--- config.mk ---
export PLATFORM = sky130hd
export DESIGN_NAME = ses_top
export DESIGN_NICKNAME = d
export VERILOG_FILES = /design/src/common/ses_pkg.sv /design/src/common/ses_flag_if.sv /design/src/design/ses_event_latch.sv /design/src/design/ses_top.sv
export SDC_FILE = /design/constraint.sdc
export NUM_CORES = 1
export LEC_CHECK = 0
export ABC_AREA = 1
export BUFFER_PORTS_ARGS = -buffer_cell sky130_fd_sc_hd__buf_2
export CORE_MARGIN = 2
export CORE_UTILIZATION = 43
export DETAILED_ROUTE_END_ITERATION = 8
export PLACE_DENSITY_LB_ADDON = 0.15
export SLEW_MARGIN = 20
export SYNTH_ARGS = -nofsm -noshare
export SYNTH_HDL_FRONTEND = slang
export SYNTH_SLANG_ARGS = --single-unit
export TNS_END_PERCENT = 100
--- constraint.sdc ---
create_clock -name clk_sys -period 1.15 [get_ports clk_sys]
set_clock_uncertainty 0.1 [all_clocks]
set_input_delay 0.115 -clock clk_sys [delete_from_list [all_inputs] [get_ports clk_sys]]
set_output_delay 0.115 -clock clk_sys [all_outputs]
set_load 0.005 [all_outputs]
--- src/common/ses_pkg.sv ---
package ses_pkg;

  // ------------------------------------------------------------
  // Register geometry
  // ------------------------------------------------------------
  localparam int SES_W = 8;

  // Event bit positions
  localparam int BIT_OPC = 0;
  localparam int BIT_QRY = 2;
  localparam int BIT_DEV = 3;
  localparam int BIT_EXE = 4;
  localparam int BIT_CMD = 5;
  localparam int BIT_PON = 7;

  // Positions 1 and 6 are never stored
  localparam logic [SES_W-1:0] USED_BITS = 8'hBD;

  // ------------------------------------------------------------
  // Reset values
  // ------------------------------------------------------------
  localparam logic [SES_W-1:0] MASK_RESET = 8'h00;
  localparam logic [SES_W-1:0] FLAGS_RESET = 8'h80;
  localparam logic [SES_W-1:0] DATA_RESET = 8'h00;

  // ------------------------------------------------------------
  // Types
  // ------------------------------------------------------------
  typedef enum logic [0:0] {
    OPC_IDLE = 1'b0,
    OPC_WAIT = 1'b1
  } ses_opc_t;

  typedef enum logic [1:0] {
    INIT_HOLD = 2'b00,
    INIT_LOAD = 2'b01,
    INIT_DONE = 2'b10
  } ses_init_t;

  // ------------------------------------------------------------
  // Helpers
  // ------------------------------------------------------------
  function automatic logic [SES_W-1:0] ses_used(input logic [SES_W-1:0] v);
    ses_used = v & USED_BITS;
  endfunction

endpackage

--- src/common/ses_flag_if.sv ---
`timescale 1ns/10ps
interface ses_flag_if #(
  parameter int W = 8
);
  // Event pulses to latch
  logic [W-1:0] set_vec;
  // Clear every latched flag
  logic clr;
  // Latched flags
  logic [W-1:0] flags;

  modport owner (
    input set_vec,
    input clr,
    output flags
  );

  modport user (
    output set_vec,
    output clr,
    input flags
  );
endinterface

--- src/design/ses_event_latch.sv ---
`timescale 1ns/10ps
module ses_event_latch #(
  parameter int W = 8
) (
  // Clock and reset
  input wire logic clk_sys,
  input wire logic rst_n,
  // Flag carrier
  ses_flag_if.owner flg
);

  // ------------------------------------------------------------
  // Elaboration check
  // ------------------------------------------------------------
  if (W != ses_pkg::SES_W)
  begin : g_bad_width
    $error("ses_event_latch: W must equal the event register width");
  end

  // ------------------------------------------------------------
  // Flag storage
  // ------------------------------------------------------------
  logic [W-1:0] flags;
  wire logic [W-1:0] kept;
  wire logic [W-1:0] next_flags;

  // Set wins over a clear in the same cycle
  assign kept = flg.clr ? '0 : flags;
  assign next_flags = ses_pkg::ses_used(kept | flg.set_vec);

  always_ff @(posedge clk_sys or negedge rst_n)
  begin
    if (!rst_n)
      flags <= ses_pkg::FLAGS_RESET;
    else
      flags <= next_flags;
  end

  assign flg.flags = flags;

endmodule // ses_event_latch

--- src/design/ses_top.sv ---
`timescale 1ns/10ps
module ses_top (
  // Clock and reset
  input wire logic clk_sys,
  input wire logic rst_n,
  // Common commands from the parser
  input wire logic mask_wr,
  input wire logic [7:0] mask_wdata,
  input wire logic mask_rd,
  input wire logic flags_rd,
  input wire logic clear_status,
  input wire logic opc_cmd,
  // Power-on clear setting and retained mask
  input wire logic pon_clear_en,
  input wire logic [7:0] mask_retained,
  // Execution state
  input wire logic exec_idle,
  // Error detectors
  input wire logic err_command,
  input wire logic err_execution,
  input wire logic err_device,
  input wire logic err_query_empty,
  input wire logic err_query_unread,
  input wire logic err_query_full,
  // Query answer
  output logic rsp_valid,
  output logic [7:0] rsp_data,
  // Status to the status byte logic
  output logic summary,
  output logic [7:0] mask_now,
  output logic [7:0] flags_now,
  output logic opc_pending
);

  // ------------------------------------------------------------
  // Local declarations
  // ------------------------------------------------------------
  localparam int W = ses_pkg::SES_W;

  // Flags cross to the latch in one bundle
  ses_flag_if #(.W(W)) flg ();

  // Stored state
  logic [W-1:0] mask;
  logic [W-1:0] flags_q;
  logic [W-1:0] rsp_data_q;
  logic rsp_valid_q;
  ses_pkg::ses_opc_t opc_state;
  ses_pkg::ses_init_t init_state;

  // Next values
  logic [W-1:0] next_mask;
  logic [W-1:0] next_rsp_data;
  logic next_rsp_valid;
  ses_pkg::ses_opc_t next_opc_state;
  ses_pkg::ses_init_t next_init_state;

  // Decoded strobes and words
  wire logic init_load;
  wire logic [W-1:0] written_mask;
  wire logic [W-1:0] retained_mask;
  wire logic query_err;
  logic opc_done;
  wire logic [W-1:0] event_pulses;
  wire logic flags_clear;
  wire logic rsp_take;
  wire logic [W-1:0] rsp_pick;
  wire logic [W-1:0] enabled_events;

  // ------------------------------------------------------------
  // Elaboration checks
  // ------------------------------------------------------------

  if (ses_pkg::BIT_PON >= W)
  begin : g_bad_pon
    $error("ses_top: power-on bit lies outside the event register");
  end

  if (!ses_pkg::USED_BITS[ses_pkg::BIT_OPC])
  begin : g_bad_opc
    $error("ses_top: completion bit sits on an unused position");
  end

  if (!ses_pkg::USED_BITS[ses_pkg::BIT_PON])
  begin : g_bad_pon_pos
    $error("ses_top: power-on bit sits on an unused position");
  end

  if ((ses_pkg::USED_BITS & ses_pkg::MASK_RESET) != ses_pkg::MASK_RESET)
  begin : g_bad_mask_reset
    $error("ses_top: mask reset value sets an unused position");
  end

  if ((ses_pkg::USED_BITS & ses_pkg::FLAGS_RESET) != ses_pkg::FLAGS_RESET)
  begin : g_bad_flags_reset
    $error("ses_top: flag reset value sets an unused position");
  end

  // ------------------------------------------------------------
  // Functions
  // ------------------------------------------------------------

  // Word with one event position driven by a pulse
  function automatic logic [W-1:0] event_at(
    input int pos,
    input logic hit
  );
    logic [W-1:0] word;
    word = '0;
    word[pos] = hit;
    event_at = word;
  endfunction

  // Query answer: a mask read wins over an event read
  function automatic logic [W-1:0] answer_word(
    input logic sel_mask,
    input logic [W-1:0] mask_word,
    input logic [W-1:0] flag_word
  );
    answer_word = sel_mask ? mask_word : flag_word;
  endfunction

  // ------------------------------------------------------------
  // Power-on mask handling
  // ------------------------------------------------------------

  // Reload happens on the second edge after reset; a mask query
  // issued before then still sees the reset value
  always_comb
  begin
    next_init_state = init_state;
    case (init_state)
      ses_pkg::INIT_HOLD:
        next_init_state = ses_pkg::INIT_LOAD;
      ses_pkg::INIT_LOAD:
        next_init_state = ses_pkg::INIT_DONE;
      ses_pkg::INIT_DONE:
        next_init_state = ses_pkg::INIT_DONE;
      default:
        next_init_state = ses_pkg::INIT_DONE;
    endcase
  end

  always_ff @(posedge clk_sys or negedge rst_n)
  begin
    if (!rst_n)
      init_state <= ses_pkg::INIT_HOLD;
    else
      init_state <= next_init_state;
  end

  // With the clear setting off, the retained mask returns at power on
  assign init_load = (init_state == ses_pkg::INIT_LOAD) && !pon_clear_en;
  assign retained_mask = ses_pkg::ses_used(mask_retained);

  // ------------------------------------------------------------
  // Enable mask
  // ------------------------------------------------------------

  assign written_mask = ses_pkg::ses_used(mask_wdata);
  // A host write in the reload cycle wins
  assign next_mask = mask_wr ? written_mask
    : (init_load ? retained_mask : mask);

  // Clear-status never reaches this register
  always_ff @(posedge clk_sys or negedge rst_n)
  begin
    if (!rst_n)
      mask <= ses_pkg::MASK_RESET;
    else
      mask <= next_mask;
  end

  // ------------------------------------------------------------
  // Event sources
  // ------------------------------------------------------------

  // Any of the three query faults raises one flag
  assign query_err = err_query_empty
    | err_query_unread
    | err_query_full;

  assign event_pulses = event_at(ses_pkg::BIT_CMD, err_command)
    | event_at(ses_pkg::BIT_EXE, err_execution)
    | event_at(ses_pkg::BIT_DEV, err_device)
    | event_at(ses_pkg::BIT_QRY, query_err)
    | event_at(ses_pkg::BIT_OPC, opc_done);

  // Reading the flags or clear-status empties the register
  assign flags_clear = flags_rd | clear_status;

  assign flg.set_vec = event_pulses;
  assign flg.clr = flags_clear;
  assign flags_q = flg.flags;

  // ------------------------------------------------------------
  // Event latch
  // ------------------------------------------------------------

  ses_event_latch #(
    .W(W)
  ) ses_event_latch_inst (
    .clk_sys(clk_sys),
    .rst_n(rst_n),
    .flg(flg)
  );

  // ------------------------------------------------------------
  // Operation complete tracking
  // ------------------------------------------------------------

  // Waits for the execution engine to drain after the command;
  // a repeat command in the finishing cycle keeps the wait going
  always_comb
  begin
    next_opc_state = opc_state;
    opc_done = 1'b0;
    case (opc_state)
      ses_pkg::OPC_IDLE:
      begin
        if (opc_cmd)
          next_opc_state = ses_pkg::OPC_WAIT;
      end
      ses_pkg::OPC_WAIT:
      begin
        if (exec_idle)
        begin
          opc_done = 1'b1;
          next_opc_state = opc_cmd ? ses_pkg::OPC_WAIT
            : ses_pkg::OPC_IDLE;
        end
      end
      default:
        next_opc_state = ses_pkg::OPC_IDLE;
    endcase
  end

  always_ff @(posedge clk_sys or negedge rst_n)
  begin
    if (!rst_n)
      opc_state <= ses_pkg::OPC_IDLE;
    else
      opc_state <= next_opc_state;
  end

  // ------------------------------------------------------------
  // Query answer
  // ------------------------------------------------------------

  // The flags are sampled for the answer on the edge that clears them
  assign rsp_take = mask_rd | flags_rd;
  assign rsp_pick = answer_word(mask_rd, mask, flags_q);
  assign next_rsp_valid = rsp_take;
  // The last answer is held until the next query
  assign next_rsp_data = rsp_take ? rsp_pick : rsp_data_q;

  always_ff @(posedge clk_sys or negedge rst_n)
  begin
    if (!rst_n)
    begin
      rsp_valid_q <= 1'b0;
      rsp_data_q <= ses_pkg::DATA_RESET;
    end
    else
    begin
      rsp_valid_q <= next_rsp_valid;
      rsp_data_q <= next_rsp_data;
    end
  end

  // ------------------------------------------------------------
  // Status outputs
  // ------------------------------------------------------------

  // Unused positions are zero in both words, so they never count
  assign enabled_events = flags_q & mask;
  assign summary = |enabled_events;
  assign rsp_valid = rsp_valid_q;
  assign rsp_data = rsp_data_q;
  assign mask_now = mask;
  assign flags_now = flags_q;
  assign opc_pending = (opc_state == ses_pkg::OPC_WAIT);

endmodule // ses_top

==> qor_table.md <==
| Parameter | Reported |
| --- | --- |
| Run status | finished with violations |
| Violations in the final reports | hold timing, setup timing |
| P_sw | 458.3 uW |
| Nets | 240 |
| TritonCTS clock tree | built |
| Setup repair after global routing missed its margin | yes |
| Int Pwr | 1.252 mW |
| Commonest cells after routing, fill and taps aside | 49 x nand2_1, 43 x buf_2, 21 x dlygate4sd3_1, 21 x dfrtp_1, 13 x inv_1 |
| DR WL/cell | 11.42 um |
| HPWL Detailed | 1703 um |
| Path class of the lowest-slack min-delay path | in2reg |
| Number of sinks driven by the clock tree | 22 |
| Antenna fix cells | 0 |
| Total power density per cell area | 1050 nW/um^2 |
| I/O pin total | 58 |
| Total congestion overflow after global routing | 0 |
| Register area share after synthesis | 0.5207 |
| Total DRC errors in the routed layout | 0 |
| Effective utilization at floorplan | 0.4656 |
| Largest stage delay on the critical path | 550 ps |
| Yosys warns | 0 |
| Required time worst endpoint | 940 ps |
| Most common cell after layout, fill and taps aside | nand2_1 |
| Floorplan row count | 17 |
| Worst hold slack | -21.22 ps |
| TritonCTS buffer count | 3 |
| Number of optimization iterations in the first detailed-route pass | 4 |
| Final Hold Viols | 1 |
| Leakage power | 0.9009 nW |
| ANT nets after route | 0 |
| Capturing element type of the critical path | output port |
| Number of buffer and inverter stages on the critical path | 1 |
| Cell at the slowest stage of the critical path | dfstp_2 |
| Maximum count of clock buffers along a single path | 2 |
| Count of cell types in the netlist | 18 |
| Die width | 53.65 um |
| Gate count of the mapped netlist | 132 |
| Logic pwr share | 0.239 |
| Vias per cell | 4.564 |
| Final std cell area, no fill | 1629 um^2 |
| Fillcell total | 187 |
| Minimum period implied by the final worst setup slack | 1415 ps |
| Multi-input gate area in the final layout | 411.6 um^2 |
| DIE AREA | 2878 um^2 |
| Floorplan core area | 2276 um^2 |
| Cell taking the most area after synthesis | dfrtp_1 |
| Maximum operating frequency | 0.7069 GHz |
| First-pass GRT wire length | 4057 um |
| Total power draw | 1.710 mW |
| Number of global-route vias before repair | 1030 |
| Maximum VDD drop | 680.6 uV |
| Source-to-sink clock delay at the later pin of the worst-skew pair | 300 ps |
| Clock root buffer | clkbuf_4 |
| Critical path type | reg2out |
| Clock-pin transition on the worst setup and hold timing paths | 120 ps |
| Summed instance area of the synthesized netlist | 1060 um^2 |
| Flip-flop and latch count after synthesis | 22 |
| Yosys top cell area share | 0.4959 |
| Fraction of final layout cells with drive strength greater than 1 | 0.3317 |
| Max Cap Viol | 0 |
| Gpl congestion | 0.8073 |
| Family of cells with the greatest summed delay on the critical path | flip-flops |
| Vertical die dimension | 53.65 um |
| Fraction of power spent switching nets | 0.2679 |
| Global-route usage over all layers | 0.1969 |
| Clock group share of total power | 0.247 |
| Average cell area after synthesis | 8.029 um^2 |
| Area grow syn2layout | 53.72% |
| Final worst path period share | 1.230 |
| Count of pins over their slew limit | 0 |
| Cell Chain, Critical Path | nand2_1 > nand2_1 > nor2_1 > nand3_1 > buf_2 |
| Count of buffers inserted at the top-level ports | 47 |
| Least setup slack across all paths after layout | -264.7 ps |
| Sequential cell area | 551.8 um^2 |
| Vias post-DR | 1077 |
| Antenna violations before repair | 0 |
| Sequential cell fraction of total power | 0.514 |
| Maximum number of pins on one net before global-route repair | 23 |
| CP Launch Type | flip-flop |
| Number of design-rule violations left by the first detailed-router iteration | 10 |
| Cell Area, Placed | 1308 um^2 |
| Top fanout value on the critical path | 2 |
| Final-report setup violation count | 6 |
| Worst path arrival time | 1200 ps |
| WL final | 2696 um |
| CTS HTree Levels | 1 |
| Library cell appearing most often on the critical path | nand2_1 |
| Main area contributors after synthesis | dfrtp_1 50%, nand2_1 18%, buf_4 5.0%, inv_1 4.6%, nand3_1 3.3% |
## power by group through the flow
stage | clock (mW) | combinational, mW | sequential, mW
2_1_floorplan | 0 | 0.148 | 0.900
3_3_place_gp | 0 | 0.302 | 0.891
3_5_place_dp | 0 | 0.309 | 0.894
4_1_cts | 0.438 | 0.376 | 0.880
5_1_grt | 0.462 | 0.459 | 0.889
6_report | 0.422 | 0.408 | 0.880
## synth_stat cells
| cell type | instances |
|---|---|
| o211ai_1 | 2 |
| a21o_1 | 2 |
| nand3_2 | 1 |
| dfrtp_1 | 21 |
| nand2_1 | 50 |
| inv_2 | 2 |
| nor3_1 | 5 |
| nor2_1 | 8 |
| dfstp_2 | 1 |
| nand3_1 | 7 |
| buf_4 | 7 |
| o21ai_0 | 3 |
| conb_1 | 1 |
| o21ai_1 | 1 |
| nand2_2 | 5 |
| o21bai_1 | 2 |
| buf_6 | 1 |
| inv_1 | 13 |
## stage by stage
step | worst slack, ps | utilization | TNS (ps) | cells
after floorplan | 211.1 | - | 0 | 137
after global placement | 111.5 | 0.5745 | 0 | 207
after detailed placement | 112.2 | 0.5745 | 0 | 207
after CTS | -229.7 | 0.6932 | -411.7 | 232
after global routing | -317.6 | 0.7158 | -811.2 | 236
final | -264.7 | 0.7158 | -546.4 | 236
## registers in the layout, indices dropped and copies added (netlist names)
signal,cells
mask_now,6
rsp_data,6
ses_event_latch_inst.flg.flags,6
init_state,2
opc_pending,1
rsp_valid,1
## cell families (layout without fill, tap and decap cells)
| family | count (synthesis) | count (layout) | synth area share |
|---|---|---|---|
| AND/OR/NAND/NOR | 76 | 76 | 0.3011 |
| buffers and inverters | 23 | 94 | 0.1133 |
| flip-flops | 22 | 22 | 0.5207 |
| AO/OA/AOI/OAI | 10 | 10 | 0.06137 |
| other | 1 | 6 | 0.003539 |
## layer usage
metal  up-vias  global-route usage  part of all wire
li1        549                   -                 -
met1       481              0.2043              0.39
met2        41              0.3724              0.53
met3         6             0.02778             0.051
met4         0              0.1154             0.027
met5         -                   0                 0
## cell type report
cell class              count  area share
clock buffers               4     0.02227
inverters                  15     0.03456
multi-input cells          92      0.2527
flip-flops and latches     22      0.3387
well taps                  28     0.02151
repair buffers             75      0.3303
## repair_timing
action,CTS,global route
pin swaps,0,1
hold buffers,20,1
resized for setup,5,6
buffers inserted,1,4
endpoints found under the setup margin,5,9
gates cloned,0,0
hold endpoints to repair,33,1
## worst reg2reg max path: cells and delay by family (launching register included)
family / cells / cell delay [ps]
AO/OA/AOI/OAI: 1 / 80
AND/OR/NAND/NOR: 2 / 130
flip-flops: 1 / 550
buffers and inverters: 2 / 160
## worst paths after layout
kind	cells past startpoint	end	slack, ps	start
hold reg to reg	1	init_state[0]	350	init_state[1]
min in group asynchronous	2	rsp_data[7]	190	rst_n
hold / removal	4	ses_event_latch_inst.flg.flags[0]	-20	clear_status
max in group asynchronous	2	ses_event_latch_inst.flg.flags[7]	400	rst_n
setup reg to reg	5	rsp_data[7]	80	ses_event_latch_inst.flg.flags[7]
setup / recovery	5	summary	-260	ses_event_latch_inst.flg.flags[7]
(Power assumes the default switching activity.)
